## src/verilog/irl_cfg.svh

```systemverilog
`ifndef IRL_CFG_SVH
`define IRL_CFG_SVH

// register indices; byte address is four times the index
`define IRL_IDX_EN_PRI 7'h04
`define IRL_IDX_REQ_PRI 7'h05
`define IRL_IDX_C16_MODE 7'h06
`define IRL_IDX_EDGE_SEL 7'h0C
`define IRL_IDX_PA_DIER 7'h0D
`define IRL_IDX_EN_SEC 7'h4A
`define IRL_IDX_REQ_SEC 7'h4B
`define IRL_IDX_PAIR_SEL 7'h4C

// reset values
`define IRL_RST_EN_PRI 8'h00
`define IRL_RST_REQ 8'h00
`define IRL_RST_C16_MODE 8'h00
`define IRL_RST_EDGE_SEL 5'h00
`define IRL_RST_PA_DIER 8'hF9
`define IRL_RST_EN_SEC 2'h0
`define IRL_RST_PAIR_SEL 2'h0

// primary source bit positions
`define IRL_SRC_PAIR_A 0
`define IRL_SRC_PAIR_B 1
`define IRL_SRC_C16 2
`define IRL_SRC_CONV 3
`define IRL_SRC_CMP_PWM1 4
`define IRL_SRC_PWM0 5
`define IRL_SRC_TMR2 6
`define IRL_SRC_TMR3_PWM2 7

// secondary register fields
`define IRL_SEC_HI 3
`define IRL_SEC_LO 2
`define IRL_SEC_TOUCH_OVF 3
`define IRL_SEC_TOUCH_DONE 2

// counter mode fields
`define IRL_C16_SRC_HI 7
`define IRL_C16_SRC_LO 5
`define IRL_C16_DIV_HI 4
`define IRL_C16_DIV_LO 3
`define IRL_C16_EVS_HI 2
`define IRL_C16_EVS_LO 0
`define IRL_C16_EV_BASE 4'h8

// edge select fields
`define IRL_EDGE_C16_BIT 4
`define IRL_EDGE_B_HI 3
`define IRL_EDGE_B_LO 2
`define IRL_EDGE_A_HI 1
`define IRL_EDGE_A_LO 0
`define IRL_EDGE_FIELD_HI 4

// port A pin positions
`define IRL_PA_PIN0 0
`define IRL_PA_PIN4 4
`define IRL_PA_WAKE_MASK 8'hF9

// prescaler terminal counts for divide by 1, 4, 16, 64
`define IRL_DIV1_LAST 6'h00
`define IRL_DIV4_LAST 6'h03
`define IRL_DIV16_LAST 6'h0F
`define IRL_DIV64_LAST 6'h3F

// pin synchroniser layout
`define IRL_SYNC_W 12
`define IRL_SYNC_PB0 8
`define IRL_SYNC_PB5 9
`define IRL_SYNC_FAST 10
`define IRL_SYNC_SLOW 11

`endif

```

## src/verilog/irl_pkg.sv

```systemverilog
package irl_pkg;

    typedef enum logic [2:0] {
        IRL_CSRC_OFF = 3'b000,
        IRL_CSRC_SYS = 3'b001,
        IRL_CSRC_RSV2 = 3'b010,
        IRL_CSRC_PA4_FALL = 3'b011,
        IRL_CSRC_FAST_OSC = 3'b100,
        IRL_CSRC_RSV5 = 3'b101,
        IRL_CSRC_SLOW_OSC = 3'b110,
        IRL_CSRC_PA0_FALL = 3'b111
    } irl_csrc_t;

    typedef enum logic [1:0] {
        IRL_EDGE_BOTH = 2'b00,
        IRL_EDGE_RISE = 2'b01,
        IRL_EDGE_FALL = 2'b10,
        IRL_EDGE_RSV = 2'b11
    } irl_edge_t;

endpackage

```

## src/verilog/irl_cnt_if.sv

```systemverilog
`timescale 1ns/1ps
interface irl_cnt_if;
    import irl_pkg::*;
    irl_csrc_t clk_src;
    logic [1:0] prescale;
    logic [2:0] ev_sel;
    logic fall_edge;
    logic pa0_fall;
    logic pa4_fall;
    logic fast_tick;
    logic slow_tick;
    logic event_pulse;

    modport ctl (
        output clk_src, prescale, ev_sel, fall_edge, pa0_fall, pa4_fall, fast_tick, slow_tick,
        input event_pulse
    );
    modport cnt (
        input clk_src, prescale, ev_sel, fall_edge, pa0_fall, pa4_fall, fast_tick, slow_tick,
        output event_pulse
    );
endinterface

```

## src/verilog/irl_top.sv

```systemverilog
`timescale 1ns/1ps
`include "irl_cfg.svh"
// Contract
// - eight enable bits, one per primary source
// - primary requests latch until software clears
// - touch overflow and complete enables, bits 3:2
// - touch overflow and complete requests, bits 3:2
// - counter event edge, rising or falling
// - pin pair edge fields, both/rise/fall
// - event select picks counter bit 8..15
// - counter clock source decode
// - prescaler divides by 1, 4, 16, 64
// - pins 0 and 4 gate input, wake, request
// - pins 7,6,5,3 gate input and wake
module irl_top
    import irl_pkg::*;
(
    input wire logic clk_in,
    input wire logic rst_in,
    input wire logic psel_in,
    input wire logic penable_in,
    input wire logic pwrite_in,
    input wire logic [8:0] paddr_in,
    input wire logic [31:0] pwdata_in,
    input wire logic [3:0] pstrb_in,
    output logic [31:0] prdata_out,
    output logic pready_out,
    output logic pslverr_out,
    input wire logic timer_three_evt_in,
    input wire logic timer_two_evt_in,
    input wire logic pwm_gen_zero_evt_in,
    input wire logic cmp_pwm_one_evt_in,
    input wire logic converter_done_in,
    input wire logic touch_overflow_in,
    input wire logic touch_complete_in,
    input wire logic [7:0] port_a_pins_in,
    input wire logic port_b_pin_zero_in,
    input wire logic port_b_pin_five_in,
    input wire logic fast_internal_osc_in,
    input wire logic slow_internal_osc_in,
    output logic irq_out,
    output logic wake_out,
    output logic [7:0] port_a_digital_out
);

    ////////////////////////////////////////////////////////////////////////////
    // declarations

    logic [7:0] en_pri_r;
    logic [7:0] req_pri_r;
    logic [7:0] req_pri_nxt;
    logic [7:0] c16_mode_r;
    logic [4:0] edge_sel_r;
    logic [7:0] pa_dier_r;
    logic [1:0] en_sec_r;
    logic [1:0] req_sec_r;
    logic [1:0] req_sec_nxt;
    logic [1:0] pair_sel_r;

    logic [`IRL_SYNC_W-1:0] async_pins;
    logic [`IRL_SYNC_W-1:0] sync1_r;
    logic [`IRL_SYNC_W-1:0] sync2_r;
    logic [`IRL_SYNC_W-1:0] sync3_r;

    logic [7:0] pa_gated;
    logic [7:0] pa_gated_prev;
    logic pair_a_now;
    logic pair_a_prev_r;
    logic pair_b_now;
    logic pair_b_prev_r;
    logic pair_a_evt;
    logic pair_b_evt;
    logic [7:0] pri_events;
    logic [1:0] sec_events;

    logic [6:0] idx;
    logic setup_ph;
    logic wr_acc;
    logic lane0_wr;
    logic hit;
    logic [7:0] rd_byte;
    logic [31:0] prdata_r;
    logic pslverr_r;
    logic irq_r;
    logic wake_r;
    logic [7:0] pa_dout_r;

    irl_cnt_if cnt_bus ();

    ////////////////////////////////////////////////////////////////////////////
    // pin synchronisers

    assign async_pins = {slow_internal_osc_in, fast_internal_osc_in,
                         port_b_pin_five_in, port_b_pin_zero_in, port_a_pins_in};

    genvar gi;
    generate
        for (gi = 0; gi < `IRL_SYNC_W; gi = gi + 1) begin : g_sync
            always_ff @(posedge clk_in) begin
                if (rst_in) begin
                    sync1_r[gi] <= 1'b0;
                    sync2_r[gi] <= 1'b0;
                    sync3_r[gi] <= 1'b0;
                end else begin
                    sync1_r[gi] <= async_pins[gi];
                    sync2_r[gi] <= sync1_r[gi];
                    sync3_r[gi] <= sync2_r[gi];
                end
            end
        end
    endgenerate

    // digital input gating of port A; previous sample for edge and wake detection
    assign pa_gated = sync2_r[7:0] & pa_dier_r;
    assign pa_gated_prev = sync3_r[7:0] & pa_dier_r;

    ////////////////////////////////////////////////////////////////////////////
    // pin pair edge detection

    assign pair_a_now = pair_sel_r[0] ? sync2_r[`IRL_SYNC_PB5] : pa_gated[`IRL_PA_PIN0];
    assign pair_b_now = pair_sel_r[1] ? pa_gated[`IRL_PA_PIN4] : sync2_r[`IRL_SYNC_PB0];

    always_ff @(posedge clk_in) begin
        if (rst_in) begin
            pair_a_prev_r <= 1'b0;
            pair_b_prev_r <= 1'b0;
        end else begin
            pair_a_prev_r <= pair_a_now;
            pair_b_prev_r <= pair_b_now;
        end
    end

    function automatic logic edge_hit(input irl_edge_t mode, input logic prev, input logic now);
        logic res;
        res = 1'b0;
        unique case (mode)
            IRL_EDGE_BOTH: res = prev != now;
            IRL_EDGE_RISE: res = !prev && now;
            IRL_EDGE_FALL: res = prev && !now;
            IRL_EDGE_RSV: res = 1'b0;
        endcase
        return res;
    endfunction

    assign pair_a_evt = edge_hit(irl_edge_t'(edge_sel_r[`IRL_EDGE_A_HI:`IRL_EDGE_A_LO]),
                                 pair_a_prev_r, pair_a_now);
    assign pair_b_evt = edge_hit(irl_edge_t'(edge_sel_r[`IRL_EDGE_B_HI:`IRL_EDGE_B_LO]),
                                 pair_b_prev_r, pair_b_now);

    ////////////////////////////////////////////////////////////////////////////
    // sixteen-bit counter

    assign cnt_bus.clk_src = irl_csrc_t'(c16_mode_r[`IRL_C16_SRC_HI:`IRL_C16_SRC_LO]);
    assign cnt_bus.prescale = c16_mode_r[`IRL_C16_DIV_HI:`IRL_C16_DIV_LO];
    assign cnt_bus.ev_sel = c16_mode_r[`IRL_C16_EVS_HI:`IRL_C16_EVS_LO];
    assign cnt_bus.fall_edge = edge_sel_r[`IRL_EDGE_C16_BIT];
    assign cnt_bus.pa0_fall = pa_gated_prev[`IRL_PA_PIN0] && !pa_gated[`IRL_PA_PIN0];
    assign cnt_bus.pa4_fall = pa_gated_prev[`IRL_PA_PIN4] && !pa_gated[`IRL_PA_PIN4];
    assign cnt_bus.fast_tick = sync2_r[`IRL_SYNC_FAST] && !sync3_r[`IRL_SYNC_FAST];
    assign cnt_bus.slow_tick = sync2_r[`IRL_SYNC_SLOW] && !sync3_r[`IRL_SYNC_SLOW];

    irl_counter16 u_counter (
        .clk_in(clk_in),
        .rst_in(rst_in),
        .cfg(cnt_bus)
    );

    ////////////////////////////////////////////////////////////////////////////
    // source events

    always_comb begin
        pri_events = 8'h00;
        pri_events[`IRL_SRC_PAIR_A] = pair_a_evt;
        pri_events[`IRL_SRC_PAIR_B] = pair_b_evt;
        pri_events[`IRL_SRC_C16] = cnt_bus.event_pulse;
        pri_events[`IRL_SRC_CONV] = converter_done_in;
        pri_events[`IRL_SRC_CMP_PWM1] = cmp_pwm_one_evt_in;
        pri_events[`IRL_SRC_PWM0] = pwm_gen_zero_evt_in;
        pri_events[`IRL_SRC_TMR2] = timer_two_evt_in;
        pri_events[`IRL_SRC_TMR3_PWM2] = timer_three_evt_in;
    end

    assign sec_events = {touch_overflow_in, touch_complete_in};

    ////////////////////////////////////////////////////////////////////////////
    // apb decode

    assign idx = paddr_in[8:2];
    assign setup_ph = psel_in && !penable_in;
    assign wr_acc = psel_in && penable_in && pwrite_in;
    assign lane0_wr = wr_acc && pstrb_in[0];

    always_comb begin
        hit = 1'b1;
        rd_byte = 8'h00;
        unique case (idx)
            `IRL_IDX_EN_PRI: rd_byte = en_pri_r;
            `IRL_IDX_REQ_PRI: rd_byte = req_pri_r;
            `IRL_IDX_C16_MODE: rd_byte = c16_mode_r;
            `IRL_IDX_EDGE_SEL: rd_byte = 8'h00;
            `IRL_IDX_PA_DIER: rd_byte = 8'h00;
            `IRL_IDX_EN_SEC: rd_byte = {4'h0, en_sec_r, 2'h0};
            `IRL_IDX_REQ_SEC: rd_byte = {4'h0, req_sec_r, 2'h0};
            `IRL_IDX_PAIR_SEL: rd_byte = {6'h00, pair_sel_r};
            default: hit = 1'b0;
        endcase
    end

    // read data and error are captured in the setup cycle, shown in the access cycle
    always_ff @(posedge clk_in) begin
        if (rst_in) begin
            prdata_r <= 32'h0000_0000;
            pslverr_r <= 1'b0;
        end else if (setup_ph) begin
            prdata_r <= pwrite_in ? 32'h0000_0000 : {24'h00_0000, rd_byte};
            pslverr_r <= !hit;
        end
    end

    assign prdata_out = prdata_r;
    assign pslverr_out = pslverr_r;
    assign pready_out = 1'b1;

    ////////////////////////////////////////////////////////////////////////////
    // control registers

    always_ff @(posedge clk_in) begin
        if (rst_in) begin
            en_pri_r <= `IRL_RST_EN_PRI;
        end else if (lane0_wr && hit && idx == `IRL_IDX_EN_PRI) begin
            en_pri_r <= pwdata_in[7:0];
        end
    end

    always_ff @(posedge clk_in) begin
        if (rst_in) begin
            en_sec_r <= `IRL_RST_EN_SEC;
        end else if (lane0_wr && hit && idx == `IRL_IDX_EN_SEC) begin
            en_sec_r <= pwdata_in[`IRL_SEC_HI:`IRL_SEC_LO];
        end
    end

    always_ff @(posedge clk_in) begin
        if (rst_in) begin
            c16_mode_r <= `IRL_RST_C16_MODE;
        end else if (lane0_wr && hit && idx == `IRL_IDX_C16_MODE) begin
            c16_mode_r <= pwdata_in[7:0];
        end
    end

    // bits 7:5 are not stored, so a nonzero write there has no effect
    always_ff @(posedge clk_in) begin
        if (rst_in) begin
            edge_sel_r <= `IRL_RST_EDGE_SEL;
        end else if (lane0_wr && hit && idx == `IRL_IDX_EDGE_SEL) begin
            edge_sel_r <= pwdata_in[`IRL_EDGE_FIELD_HI:0];
        end
    end

    always_ff @(posedge clk_in) begin
        if (rst_in) begin
            pa_dier_r <= `IRL_RST_PA_DIER;
        end else if (lane0_wr && hit && idx == `IRL_IDX_PA_DIER) begin
            pa_dier_r <= pwdata_in[7:0] & `IRL_PA_WAKE_MASK;
        end
    end

    always_ff @(posedge clk_in) begin
        if (rst_in) begin
            pair_sel_r <= `IRL_RST_PAIR_SEL;
        end else if (lane0_wr && hit && idx == `IRL_IDX_PAIR_SEL) begin
            pair_sel_r <= pwdata_in[1:0];
        end
    end

    ////////////////////////////////////////////////////////////////////////////
    // request registers: write one to clear, a new event wins over the clear

    always_comb begin
        req_pri_nxt = req_pri_r;
        if (lane0_wr && idx == `IRL_IDX_REQ_PRI) begin
            req_pri_nxt = req_pri_nxt & ~pwdata_in[7:0];
        end
        req_pri_nxt = req_pri_nxt | pri_events;
    end

    always_comb begin
        req_sec_nxt = req_sec_r;
        if (lane0_wr && idx == `IRL_IDX_REQ_SEC) begin
            req_sec_nxt = req_sec_nxt & ~pwdata_in[`IRL_SEC_HI:`IRL_SEC_LO];
        end
        req_sec_nxt = req_sec_nxt | sec_events;
    end

    always_ff @(posedge clk_in) begin
        if (rst_in) begin
            req_pri_r <= `IRL_RST_REQ;
        end else begin
            req_pri_r <= req_pri_nxt;
        end
    end

    always_ff @(posedge clk_in) begin
        if (rst_in) begin
            req_sec_r <= 2'h0;
        end else begin
            req_sec_r <= req_sec_nxt;
        end
    end

    ////////////////////////////////////////////////////////////////////////////
    // outputs

    always_ff @(posedge clk_in) begin
        if (rst_in) begin
            irq_r <= 1'b0;
        end else begin
            irq_r <= |(req_pri_nxt & en_pri_r) || |(req_sec_nxt & en_sec_r);
        end
    end

    // any enabled port A pin toggling raises wake for one cycle
    always_ff @(posedge clk_in) begin
        if (rst_in) begin
            wake_r <= 1'b0;
        end else begin
            wake_r <= |(pa_gated ^ pa_gated_prev);
        end
    end

    always_ff @(posedge clk_in) begin
        if (rst_in) begin
            pa_dout_r <= 8'h00;
        end else begin
            pa_dout_r <= pa_gated;
        end
    end

    assign irq_out = irq_r;
    assign wake_out = wake_r;
    assign port_a_digital_out = pa_dout_r;

endmodule

```

## src/verilog/irl_counter16.sv

```systemverilog
`timescale 1ns/1ps
`include "irl_cfg.svh"
module irl_counter16
    import irl_pkg::*;
(
    input wire logic clk_in,
    input wire logic rst_in,
    irl_cnt_if.cnt cfg
);
    logic src_tick;
    logic [5:0] pre_r;
    logic [5:0] pre_last;
    logic div_tick;
    logic [15:0] cnt_r;
    logic [15:0] cnt_nxt;
    logic [3:0] bit_idx;
    logic event_r;

    // clock source selection
    always_comb begin
        unique case (cfg.clk_src)
            IRL_CSRC_SYS: src_tick = 1'b1;
            IRL_CSRC_PA4_FALL: src_tick = cfg.pa4_fall;
            IRL_CSRC_FAST_OSC: src_tick = cfg.fast_tick;
            IRL_CSRC_SLOW_OSC: src_tick = cfg.slow_tick;
            IRL_CSRC_PA0_FALL: src_tick = cfg.pa0_fall;
            default: src_tick = 1'b0;
        endcase
    end

    always_comb begin
        unique case (cfg.prescale)
            2'b00: pre_last = `IRL_DIV1_LAST;
            2'b01: pre_last = `IRL_DIV4_LAST;
            2'b10: pre_last = `IRL_DIV16_LAST;
            2'b11: pre_last = `IRL_DIV64_LAST;
        endcase
    end

    assign div_tick = src_tick && (pre_r >= pre_last);

    always_ff @(posedge clk_in) begin
        if (rst_in) begin
            pre_r <= 6'h00;
        end else if (div_tick) begin
            pre_r <= 6'h00;
        end else if (src_tick) begin
            pre_r <= pre_r + 6'h01;
        end
    end

    assign cnt_nxt = cnt_r + 16'h0001;
    assign bit_idx = `IRL_C16_EV_BASE + {1'b0, cfg.ev_sel};

    always_ff @(posedge clk_in) begin
        if (rst_in) begin
            cnt_r <= 16'h0000;
        end else if (div_tick) begin
            cnt_r <= cnt_nxt;
        end
    end

    // compare the selected bit across the increment itself
    always_ff @(posedge clk_in) begin
        if (rst_in) begin
            event_r <= 1'b0;
        end else begin
            event_r <= div_tick && (cnt_r[bit_idx] != cnt_nxt[bit_idx]) &&
                (cnt_nxt[bit_idx] == ~cfg.fall_edge);
        end
    end

    assign cfg.event_pulse = event_r;
endmodule

```

## config.mk

```make
export PLATFORM = sky130hd
export DESIGN_NAME = irl_top
export DESIGN_NICKNAME = d
export VERILOG_FILES = /design/src/verilog/irl_pkg.sv /design/src/verilog/irl_cnt_if.sv /design/src/verilog/irl_top.sv /design/src/verilog/irl_counter16.sv
export VERILOG_INCLUDE_DIRS = /design/src /design/src/verilog
export SDC_FILE = /design/constraint.sdc
export NUM_CORES = 1
export LEC_CHECK = 0
export BUFFER_PORTS_ARGS = -buffer_cell sky130_fd_sc_hd__clkbuf_2
export CAP_MARGIN = 40
export CORE_MARGIN = 1.5
export CORE_UTILIZATION = 42
export CTS_CLUSTER_DIAMETER = 100
export DETAILED_ROUTE_END_ITERATION = 10
export RECOVER_POWER = 100
export SLEW_MARGIN = 20
export SYNTH_ARGS = -nofsm -noshare
export SYNTH_HDL_FRONTEND = slang
export SYNTH_HIERARCHICAL = 1
export SYNTH_SLANG_ARGS = --single-unit
```

## constraint.sdc

```tcl
create_clock -name clk_in -period 2.9 [get_ports clk_in]
set_input_delay 0.29 -clock clk_in [delete_from_list [all_inputs] [get_ports clk_in]]
set_output_delay 0.29 -clock clk_in [all_outputs]
set_load 0.02 [all_outputs]
```

==> summary.txt, run 1 <==
Logic synthesis
  – Syn avg cell area: 9.16 µm²
  – Post-synth EDFFs: 0
  – Synth cell types: 79
  – Mapped Area: 5400 µm²
  – Area share of the largest cell type after synthesis: 41.2%
  – Top-count cell post-synth: dfxtp_1
  – Yosys warning count: 6
  – Post-synth top flop: dfxtp_1
  – Yosys reg bits: 111
  – Synth top area cells: dfxtp_1 (41%), mux2i_1 (5.4%), nor2b_1 (4.6%), buf_4 (4.0%), nand2_1 (4.0%)
  – Share of the yosys chip area belonging to registers: 41.2%
  – Ys async rst share: 0%
  – Post-synth top area cell: dfxtp_1
  – Commonest cells post-synth: dfxtp_1 (111), nand2_1 (57), nor2_1 (54), nor2b_1 (40)
  – Synth Instances: 589

Setup path
  – CP top delay family: compound AO/OA/AOI/OAI gates
  – CP Launch Type: flip-flop
  – Critical Path RT: 3.14 ns
  – Worst Path Arrival: 2.70 ns
  – Buffers & Inverters on Critical Path: 0
  – Worst setup path class: reg -> reg
  – Crit path capture type: flip-flop
  – Slowest-stage cell, CP: dfxtp_1
  – Crit-path cells: nand4_1 -> o41ai_1 -> o311ai_1 -> o221a_1 -> or4b_1 -> a211oi_1
  – CP max stage delay: 0.51 ns
  – Crit-path max FO: 9

Place
  – Post-Place Cells: 795
  – Gpl congestion: 0.862
  – DP Wirelength: 8690 µm
  – Post-DP Area: 5690 µm²
  – I/O Buffers: 54

Detailed routing
  – Routed len/inst: 14.6 µm
  – DRT Pass-1 Iters: 4
  – Via count: 4205
  – Post-route ant nets: 0
  – DRT iter0 DRCs: 244
  – Residual DRC: 0
  – Total Wirelength: 11900 µm
  – Drt via density: 5.18

Die
  – Starting Density: 42.9%
  – DIE WIDTH: 116 µm
  – Boundary pin count: 113
  – Cell Rows: 41
  – Die Height: 116 µm
  – Die ar.: 13500 µm²
  – Core area: 12600 µm²

STA
  – Pins Over Slew Limit: 79
  – Unrepaired setup endpoints after global routing: false
  – Tightest Pin Transition: 1.63 ns
  – Final Hold Viols: 0
  – Setup TNS: 0 ns
  – Final Skew: 0.00936 ns
  – Max Clk Rate: 406 MHz
  – Slew HR: -8.60%
  – Crit path time final: 2.46 ns
  – Final setup viols: 0
  – Final period util: 84.9%

CTS
  – Clk Latency, worst-skew pair: 0.35 ns
  – Hold_buf cts: 0
  – H-tree depth: 3
  – Number of post-CTS setup repair buffers: 0
  – Post-CTS Resized: 0
  – CTS Buf Count: 9
  – TritonCTS clock tree: yes
  – Clock sinks: 111
  – Root Driver: clkbuf_16
  – Clock-pin transition on the worst setup and hold timing paths: 0.08 ns
  – Longest Clk Path Bufs: 2

Power
  – Net Switching: 752 µW
  – Net Sw Frac: 25.0%
  – PwrDens: 509 nW/µm²
  – Int Pwr: 2250 µW
  – Clock share of power: 41.5%
  – Combinational share of power: 6.3%
  – Seq pwr share: 52.2%
  – Leak Pwr: 0.00228 µW
  – Max IR drop VDD: 397 µV

Global route
  – Met2 usage: 32.9%
  – Vias in the first global route: 4062
  – Global route hottest layer: met2
  – Total global-route track usage: 18.8%
  – Grt total ovfl: 0
  – First-pass GRT wire length: 19800 µm
  – Largest net degree at the start of global routing: 78
  – Initial antenna violation count: 0
  – GRT met1 Usage: 23.0%
  – Met3 usage in global routing: 4.83%

Run status
  – Outcome: finished with violations
  – Failing checks: capacitance limit, slew limit

Layout
  – Post-route design area: 5900 µm²
  – Layout area overhead: 9.27%
  – Ratio of cells with drive above 1 in the final layout: 11.6%
  – Final nets: 717
  – Fin cells: 811
  – ANT cells: 0

Hold path
  – Hold Path Class: in -> reg

Job
  – Max Cap Viol: 2
==> sequential cells by signal, indices dropped and copies added, names as in the netlist, 5 cells and up <==
signal / cells
en_pri_r: 8
req_pri_r: 8
sync1_r: 10
sync3_r: 8
port_a_digital_out: 6
u_counter/cnt_r: 16
sync2_r: 10
pa_dier_r: 6
edge_sel_r: 5
u_counter/pre_r: 6
c16_mode_r: 8
prdata_out: 8
==> final timing paths <==
check | slack, ns | cells past startpoint | start | end
worst min register to register | 0.44 | 1 | sync1_r[11] | sync2_r[11]
worst min-delay path | 0.14 | 2 | fast_internal_osc_in | sync1_r[10]
worst max register to register | 0.44 | 6 | u_counter/cnt_r[8] | u_counter/cfg.event_pulse
worst max-delay path | 0.44 | 6 | u_counter/cnt_r[8] | u_counter/cfg.event_pulse
==> logic make-up after synthesis <==
logic type               share of synthesized area, %
AO/OA/AOI/OAI                                    12.9
other                                           0.139
adder cells (fa/ha/maj)                          3.25
AND/OR/NAND/NOR                                  24.8
flip-flops                                       41.2
multiplexers                                     7.12
buffers and inverters                            7.37
XOR/XNOR                                         3.25
==> worst reg2reg max path, cell delays in order (launching register included) <==
cell      delay [ns]
dfxtp_1         0.51
nand4_1         0.24
o41ai_1         0.43
o311ai_1        0.17
o221a_1         0.29
or4b_1          0.48
a211oi_1        0.25
==> placed cells by master (no fill, tap or decap), types with 3 or more instances in the layout <==
| cell type | count |
|---|---|
| a21oi_1 | 27 |
| inv_1 | 14 |
| ha_1 | 14 |
| nor4_1 | 3 |
| a221o_1 | 4 |
| xor2_1 | 15 |
| xnor2_1 | 5 |
| nand2_1 | 57 |
| mux2_2 | 3 |
| nand2b_1 | 3 |
| and2_0 | 9 |
| and2_1 | 5 |
| mux2i_1 | 29 |
| nand4b_1 | 3 |
| nor2_1 | 54 |
| or3_1 | 5 |
| nand3_1 | 10 |
| clkinv_8 | 3 |
| clkbuf_1 | 22 |
| a31oi_1 | 3 |
| nand3b_1 | 4 |
| and4_1 | 3 |
| nand4_1 | 11 |
| o21ai_0 | 23 |
| and3_1 | 4 |
| conb_1 | 27 |
| nor2b_1 | 40 |
| buf_4 | 3 |
| a22o_1 | 12 |
| clkbuf_16 | 9 |
| nor3_1 | 13 |
| dfxtp_1 | 111 |
| clkbuf_2 | 35 |
==> stage by stage <==
step / setup slack [ns] / total power (µW) / utilization (%) / hold WS [ns]
finish: 0.439 / 3000 / 46.9 / 0.137
global route: 0.249 / 3130 / 46.9 / 0.139
CTS: 0.518 / 3060 / 47.8 / 0.124
detailed placement: 0.544 / 1800 / 45.3 / 0.424
global placement: 0.528 / 1800 / 45.3 / 0.417
floorplan: 0.750 / 1760 / - / 0.362
==> final cells by class <==
| type | instances | area, µm² |
|---|---|---|
| Fill cell | 1279 | 6670 |
| Tap cell | 172 | 215 |
| Inverter | 14 | 52.6 |
| Multi-Input combinational cell | 438 | 2810 |
| Timing Repair Buffer | 60 | 280 |
| Clock buffer | 10 | 239 |
| Sequential cell | 111 | 2220 |
| Clock inverter | 6 | 77.6 |
==> power by group through the flow <==
stage	registers [µW]	clock network [µW]	logic [µW]
final	1570	1250	189
after global routing	1570	1350	212
after CTS	1570	1290	198
after detailed placement	1600	0	198
after global placement	1600	0	194
after floorplan	1610	0	149
==> layer usage <==
metal  wire length, µm  share of wire, %
met5                 0                 0
met4               161               1.4
met3               508               4.3
met2              5820                49
met1              5380                45
Power figures use the tool's default switching activity.
==> run 2, diff against run 1 <==
--- a/config.mk
+++ b/config.mk
@@ -12,6 +12,7 @@
 export CORE_UTILIZATION = 42
 export CTS_CLUSTER_DIAMETER = 100
 export DETAILED_ROUTE_END_ITERATION = 10
+export PLACE_DENSITY = 0.66
 export RECOVER_POWER = 100
 export SLEW_MARGIN = 20
 export SYNTH_ARGS = -nofsm -noshare
==> constraint.sdc (replaced) <==
create_clock -name clk_in -period 2.1 [get_ports clk_in]
set_input_delay 0.21 -clock clk_in [delete_from_list [all_inputs] [get_ports clk_in]]
set_output_delay 0.21 -clock clk_in [all_outputs]
set_load 0.02 [all_outputs]
==> run 2 against run 1 <==
Effect of this change: the flow finishes with violations (setup timing); combinational power grew 48%; flip-flop and latch count is the same; core utilization grew 4.9 points; cell count grew 6.7%; die area is the same; critical path type unchanged; critical endpoint unchanged.
==> summary.txt, run 2 (same netlist as run 1, synthesis figures left out) <==
Place
  – Pre-CTS setup slack: -0.0722 ns (-0.616 ns)
  – I/O Buffers: 54 (unchanged)
  – DP Wirelength: 9080 µm (+4.5%)
  – Gpl congestion: 0.834 (-3.3%)

CTS
  – TritonCTS clock tree: yes
  – CTS Buf Count: 9 (unchanged)
  – Clk Latency, worst-skew pair: 0.35 ns (about the same)
  – Longest Clk Path Bufs: 2 (unchanged)
  – Clock-pin transition on the worst setup and hold timing paths: 0.08 ns (about the same)
  – Hold_buf cts: 0 (unchanged)
  – Clock sinks: 111 (unchanged)
  – H-tree depth: 3 (unchanged)
  – Root Driver: clkbuf_16

Die
  – Boundary pin count: 113 (unchanged)
  – DIE WIDTH: 116 µm (unchanged)
  – Die ar.: 13500 µm² (unchanged)
  – Cell Rows: 41 (unchanged)
  – Core area: 12600 µm² (unchanged)
  – Die Height: 116 µm (unchanged)
  – Starting Density: 42.9% (unchanged)

Power
  – Clock share of power: 41.0% (-0.5 points)
  – Tot Pwr: 4140 µW (+38%)
  – PwrDens: 636 nW/µm² (+25%)
  – Max IR drop VDD: 379 µV (-4.6%)
  – Seq pwr share: 52.2% (about the same)
  – Int Pwr: 3080 µW (+37%)
  – Net Switching: 1060 µW (+41%)
  – Net Sw Frac: 25.6% (+0.57 points)
  – Leak Pwr: 0.00268 µW (+17%)
  – Combinational share of power: 6.8% (+0.5 points)

Global route
  – First-pass GRT wire length: 20000 µm (+0.80%)
  – Met3 usage in global routing: 4.05% (-0.78 points)
  – Global route hottest layer: met2
  – Initial antenna violation count: 0 (unchanged)
  – Largest net degree at the start of global routing: 75 (-3.8%)
  – Grt total ovfl: 0 (unchanged)
  – Vias in the first global route: 4191 (+3.2%)
  – Met2 usage: 33.1% (+0.20 points)
  – Total global-route track usage: 19.0% (+0.20 points)
  – GRT met1 Usage: 23.6% (+0.64 points)

Run status
  – Outcome: finished with violations
  – Failing checks: setup timing

STA
  – Pins Over Slew Limit: 0 (-100%)
  – Tightest Pin Transition: 0.531 ns (-1.10 ns)
  – Max Clk Rate: 457 MHz (+12%)
  – Final worst slack: -0.0893 ns (-0.529 ns)
  – Slew HR: 64.4% (+73 points)
  – Final period util: 104% (+19 points)
  – Unrepaired setup endpoints after global routing: true
  – Final Skew: 0.00871 ns (-0.000644 ns)
  – Crit path time final: 2.19 ns (-0.271 ns)
  – Final Hold Viols: 0 (unchanged)
  – Worst hold margin: 0.0586 ns (-0.0786 ns)
  – Final setup viols: 1 (+1)

Detailed routing
  – Post-route ant nets: 0 (unchanged)
  – Total Wirelength: 12600 µm (+6.1%)
  – DRT iter0 DRCs: 254 (+4.1%)
  – DRT Pass-1 Iters: 5 (+1)
  – Residual DRC: 0 (unchanged)
  – Via count: 4470 (+6.3%)
  – Routed len/inst: 14.6 µm (-0.49%)
  – Drt via density: 5.17 (-0.33%)

Layout
  – ANT cells: 0 (unchanged)
  – Most common cell after layout, fill and taps aside: dfxtp_1
  – Ratio of cells with drive above 1 in the final layout: 25.7% (+14 points)
  – Final nets: 771 (+7.5%)
  – Top reg by flops: u_counter/cnt_r
  – Util after Layout: 51.8% (+4.9 points)
  – Max reg flops: 16 (unchanged)
  – Layout area overhead: 20.7%
  – Sequential cell area: 2240 µm² (+0.62%)
  – Area of the multi-input gates: 2960 µm² (+5.3%)
  – Fill count: 1178 (-7.9%)
  – Biggest regs: u_counter/cnt_r (16), sync1_r (10), sync2_r (10)
  – Most frequent cells in the layout: dfxtp_1 (102), nand2_1 (57), buf_4 (57)

Setup path
  – Critical Path RT: 2.37 ns (-0.77 ns)
  – Crit-path cells: nand4_1 -> o41ai_2 -> o311ai_2 -> o221a_1 -> or4b_1 -> a211oi_2
  – Worst setup path class: reg -> reg
  – Crit-path max FO: 4 (-5)
  – CP Launch Type: flip-flop
  – CP max stage delay: 0.48 ns (-0.03 ns)
  – Worst Path Arrival: 2.46 ns (-0.24 ns)
  – CP top delay family: compound AO/OA/AOI/OAI gates
  – Buffers & Inverters on Critical Path: 0 (unchanged)
  – Crit path capture type: flip-flop
  – Slowest-stage cell, CP: or4b_1

Hold path
  – Hold Path Class: in -> reg

Job
  – Max Cap Viol: 0 (-2)
==> run 2: cell count changes in the layout (fill, tap and decap cells not counted), sizes merged <==
cell,before,now
buf,3,61
clkbuf,67,62
clkinv,5,3
clkinvlp,0,1
inv,15,17
==> run 2: power groups by stage <==
stage          sequential (µW)  clock [µW]  combinational [µW]
2_1_floorplan             2220           0                 206
6_report                  2160        1700                 280
3_3_place_gp              2210           0                 273
5_1_grt                   2170        1810                 311
4_1_cts                   2160        1730                 280
3_5_place_dp              2210           0                 278
==> run 2: path summary, 6_finish.rpt <==
kind | from | to | slack [ns] | cells past startpoint
worst max-delay path | u_counter/cnt_r[2] | u_counter/cfg.event_pulse | -0.09 | 6
worst min-delay path | port_b_pin_zero_in | sync1_r[8] | 0.06 | 2
worst max register to register | u_counter/cnt_r[2] | u_counter/cfg.event_pulse | -0.09 | 6
worst min register to register | sync1_r[10] | sync2_r[10] | 0.44 | 1
==> run 2: cell type report <==
cell class,count,share of cell area (%)
clock buffer,9,3.46
clock inverter,7,1.13
inverter,14,0.807
multi-input combinational,438,45.5
sequential,111,34.3
tap,172,3.30
timing repair buffer,114,11.5
==> run 2: routing by layer <==
layer	vias to the layer above	share of wire (%)
met3	22	5.4
met4	0	1.8
met5	-	0
li1	2208	-
met2	113	49
met1	2127	43
==> run 2: per-stage QoR <==
stage               std cells  setup TNS (ns)  cell area [µm²]
floorplan                 614               0             5490
global placement          835         -0.0779             6000
detailed placement        835          -0.182             6000
CTS                       859         -0.0740             6380
global route              865          -0.486             6510
finish                    865         -0.0893             6510
==> run 2: repair_timing <==
action                                  in CTS  in global routing
pin swaps                                    7                 16
endpoints found under the setup margin       5                 16
setup buffers                                8                  6
resized for setup                            8                 23
==> run 3, diff against run 2 <==
--- a/config.mk
+++ b/config.mk
@@ -8,6 +8,7 @@
 export LEC_CHECK = 0
 export BUFFER_PORTS_ARGS = -buffer_cell sky130_fd_sc_hd__clkbuf_2
 export CAP_MARGIN = 40
+export CORE_ASPECT_RATIO = 0.75
 export CORE_MARGIN = 1.5
 export CORE_UTILIZATION = 42
 export CTS_CLUSTER_DIAMETER = 100
==> run 3 against run 2 <==
Effect of this change: the run still ends with setup timing left; routed wire length increased by 4.3%; fmax decreased by 0.70%; non-clock buffer count decreased by 8; clock skew increased by 0.0053 ns; first-iteration DRC count increased by 4.3%; final area decreased by 1.7%; global-route usage increased by 0.58 points; core utilization decreased by 0.16 points; register-to-register slack got worse by 0.02 ns; cell count decreased by 1.6%; largest cell class unchanged; highest routed layer unchanged.
==> summary.txt, run 3 (same netlist as run 1, synthesis figures left out) <==
Run status
  – Outcome: finished with violations
  – Failing checks: setup timing

Setup path
  – Critical Path RT: 2.37 ns (about the same)
  – Slowest-stage cell, CP: or4b_4
  – Worst Path Arrival: 2.48 ns (+0.02 ns)
  – Crit path capture type: flip-flop
  – CP max stage delay: 0.52 ns (+0.04 ns)
  – Crit-path max FO: 5 (+1)
  – CP Launch Type: flip-flop
  – Crit-path cells: nand4_1 -> o41ai_2 -> o311ai_1 -> o221a_1 -> or4b_4 -> a211oi_2
  – Worst setup path class: reg -> reg

Die
  – Die Height: 101 µm (-13%)
  – Die ar.: 13500 µm² (about the same)
  – Boundary pin count: 113 (unchanged)
  – Starting Density: 43.6% (+0.61 points)
  – Core area: 12400 µm² (-1.4%)
  – Cell Rows: 35 (-15%)
  – DIE WIDTH: 134 µm (+15%)

CTS
  – Longest Clk Path Bufs: 2 (unchanged)
  – Root Driver: clkbuf_16
  – CTS Buf Count: 9 (unchanged)
  – Clock-pin transition on the worst setup and hold timing paths: 0.08 ns (about the same)
  – Clock sinks: 111 (unchanged)
  – TritonCTS clock tree: yes
  – H-tree depth: 3 (unchanged)
  – Clk Latency, worst-skew pair: 0.36 ns (about the same)

Layout
  – Top reg by flops: u_counter/cnt_r
  – ANT cells: 0 (unchanged)
  – Max reg flops: 16 (unchanged)
  – Final nets: 763 (-1.0%)
  – Most common cell after layout, fill and taps aside: dfxtp_1
  – Ratio of cells with drive above 1 in the final layout: 20.7% (-5.0 points)
  – Most frequent cells in the layout: dfxtp_1 (100), nand2_1 (57), nor2_1 (52)
  – Layout area overhead: 18.6%
  – Biggest regs: u_counter/cnt_r (16), sync1_r (10), sync2_r (10)

Detailed routing
  – Post-route ant nets: 0 (unchanged)
  – Via count: 4494 (+0.54%)
  – Total Wirelength: 13100 µm (+4.3%)
  – Drt via density: 5.28 (+2.2%)
  – Residual DRC: 0 (unchanged)
  – Routed len/inst: 15.4 µm (+6.0%)
  – DRT Pass-1 Iters: 4 (-1)
  – DRT iter0 DRCs: 265 (+4.3%)

STA
  – Slew HR: 45.5% (-19 points)
  – Tightest Pin Transition: 0.812 ns (+0.280 ns)
  – Unrepaired setup endpoints after global routing: true
  – Pins Over Slew Limit: 0 (unchanged)
  – Worst hold margin: 0.0569 ns (-0.00175 ns)
  – Final setup viols: 2 (+1)
  – Max Clk Rate: 454 MHz (-0.70%)
  – Crit path time final: 2.20 ns (+0.0155 ns)
  – Final Skew: 0.0140 ns (+0.00530 ns)
  – Final period util: 105% (+0.74 points)
  – Final worst slack: -0.105 ns (-0.0155 ns)
  – Final Hold Viols: 0 (unchanged)

Power
  – Tot Pwr: 4290 µW (+3.7%)
  – PwrDens: 670 nW/µm² (+5.4%)
  – Leak Pwr: 0.00253 µW (-5.6%)
  – Net Switching: 1080 µW (+2.3%)
  – Combinational share of power: 6.5% (-0.3 points)
  – Net Sw Frac: 25.3% (-0.34 points)
  – Max IR drop VDD: 462 µV (+22%)
  – Clock share of power: 43.2% (+2.2 points)
  – Int Pwr: 3210 µW (+4.1%)
  – Seq pwr share: 50.4% (-1.8 points)

Global route
  – Total global-route track usage: 19.6% (+0.58 points)
  – Global route hottest layer: met2
  – First-pass GRT wire length: 20800 µm (+4.0%)
  – Vias in the first global route: 4128 (-1.5%)
  – GRT met1 Usage: 27.5% (+3.8 points)
  – Met2 usage: 29.7% (-3.4 points)
  – Grt total ovfl: 0 (unchanged)
  – Met3 usage in global routing: 4.30% (+0.26 points)
  – Largest net degree at the start of global routing: 82 (+9.3%)
  – Initial antenna violation count: 0 (unchanged)

Job
  – Max Cap Viol: 0 (unchanged)

Place
  – DP Wirelength: 9270 µm (+2.2%)
  – Gpl congestion: 0.883 (+5.9%)
  – I/O Buffers: 54 (unchanged)

Hold path
  – Hold Path Class: in -> reg
-- run 3: cell types whose count changed in the layout (fill, tap and decap cells not counted), sizes merged --
cell	change
buf	-17
clkinvlp	-1
bufinv	+1
clkbuf	+9
-- run 3: per-stage QoR --
stage / setup WS [ns] / instance area, µm² / cells / utilization, % / setup TNS (ns)
3_3_place_gp: -0.0378 / 5970 / 828 / 48.2 / -0.0716
6_report: -0.105 / 6400 / 851 / 51.7 / -0.126
2_1_floorplan: 0.0248 / 5490 / 614 / - / 0
4_1_cts: -0.0729 / 6420 / 850 / 51.8 / -0.0729
5_1_grt: -0.190 / 6400 / 851 / 51.7 / -1.86
3_5_place_dp: -0.104 / 5970 / 828 / 48.2 / -0.228
-- run 3: timing repair --
| action | CTS | global route |
|---|---|---|
| hold buffers | 0 | 0 |
| hold endpoints to repair | 0 | 0 |
| setup endpoints to repair | 10 | 20 |
| pin swaps | 7 | 17 |
| gates resized for setup | 20 | 23 |
| buffers inserted | 6 | 1 |
-- run 3: layout make-up --
cell class	instances	area [µm²]
multi-input cells	438	2950
clock buffers	9	225
clock inverters	7	108
inverters	14	52.6
repair buffers	106	623
flip-flops and latches	111	2240
fillers	1173	5990
well taps	166	208
-- run 3: critical path, delay by kind of cell, from the launching register on --
kind	cells	cell delay (ns)
AOI/OAI and AO/OA	4	0.97
and+or+nand+nor	2	0.79
DFF	1	0.36
-- run 3: power groups by stage --
stage                     clock [µW]  combinational, µW  sequential (µW)
after detailed placement           0                282             2210
final                           1850                277             2160
after floorplan                    0                206             2220
after CTS                       1890                284             2160
after global routing            1960                302             2170
after global placement             0                273             2210
-- run 3: path summary, 6_finish.rpt --
| check | startpoint | endpoint | slack [ns] | cells after the start |
|---|---|---|---|---|
| worst max-delay path | u_counter/cnt_r[6] | u_counter/cfg.event_pulse | -0.10 | 6 |
| worst min register to register | sync1_r[0] | sync2_r[0] | 0.44 | 1 |
| worst max register to register | u_counter/cnt_r[6] | u_counter/cfg.event_pulse | -0.10 | 6 |
| worst min-delay path | port_a_pins_in[3] | sync1_r[3] | 0.06 | 2 |
-- run 3: per-layer routing --
layer  up-vias  share of wire, %
li1       2195                 -
met1      2124                51
met2       149                42
met3        26               5.5
met4         0               2.0
met5         -                 0
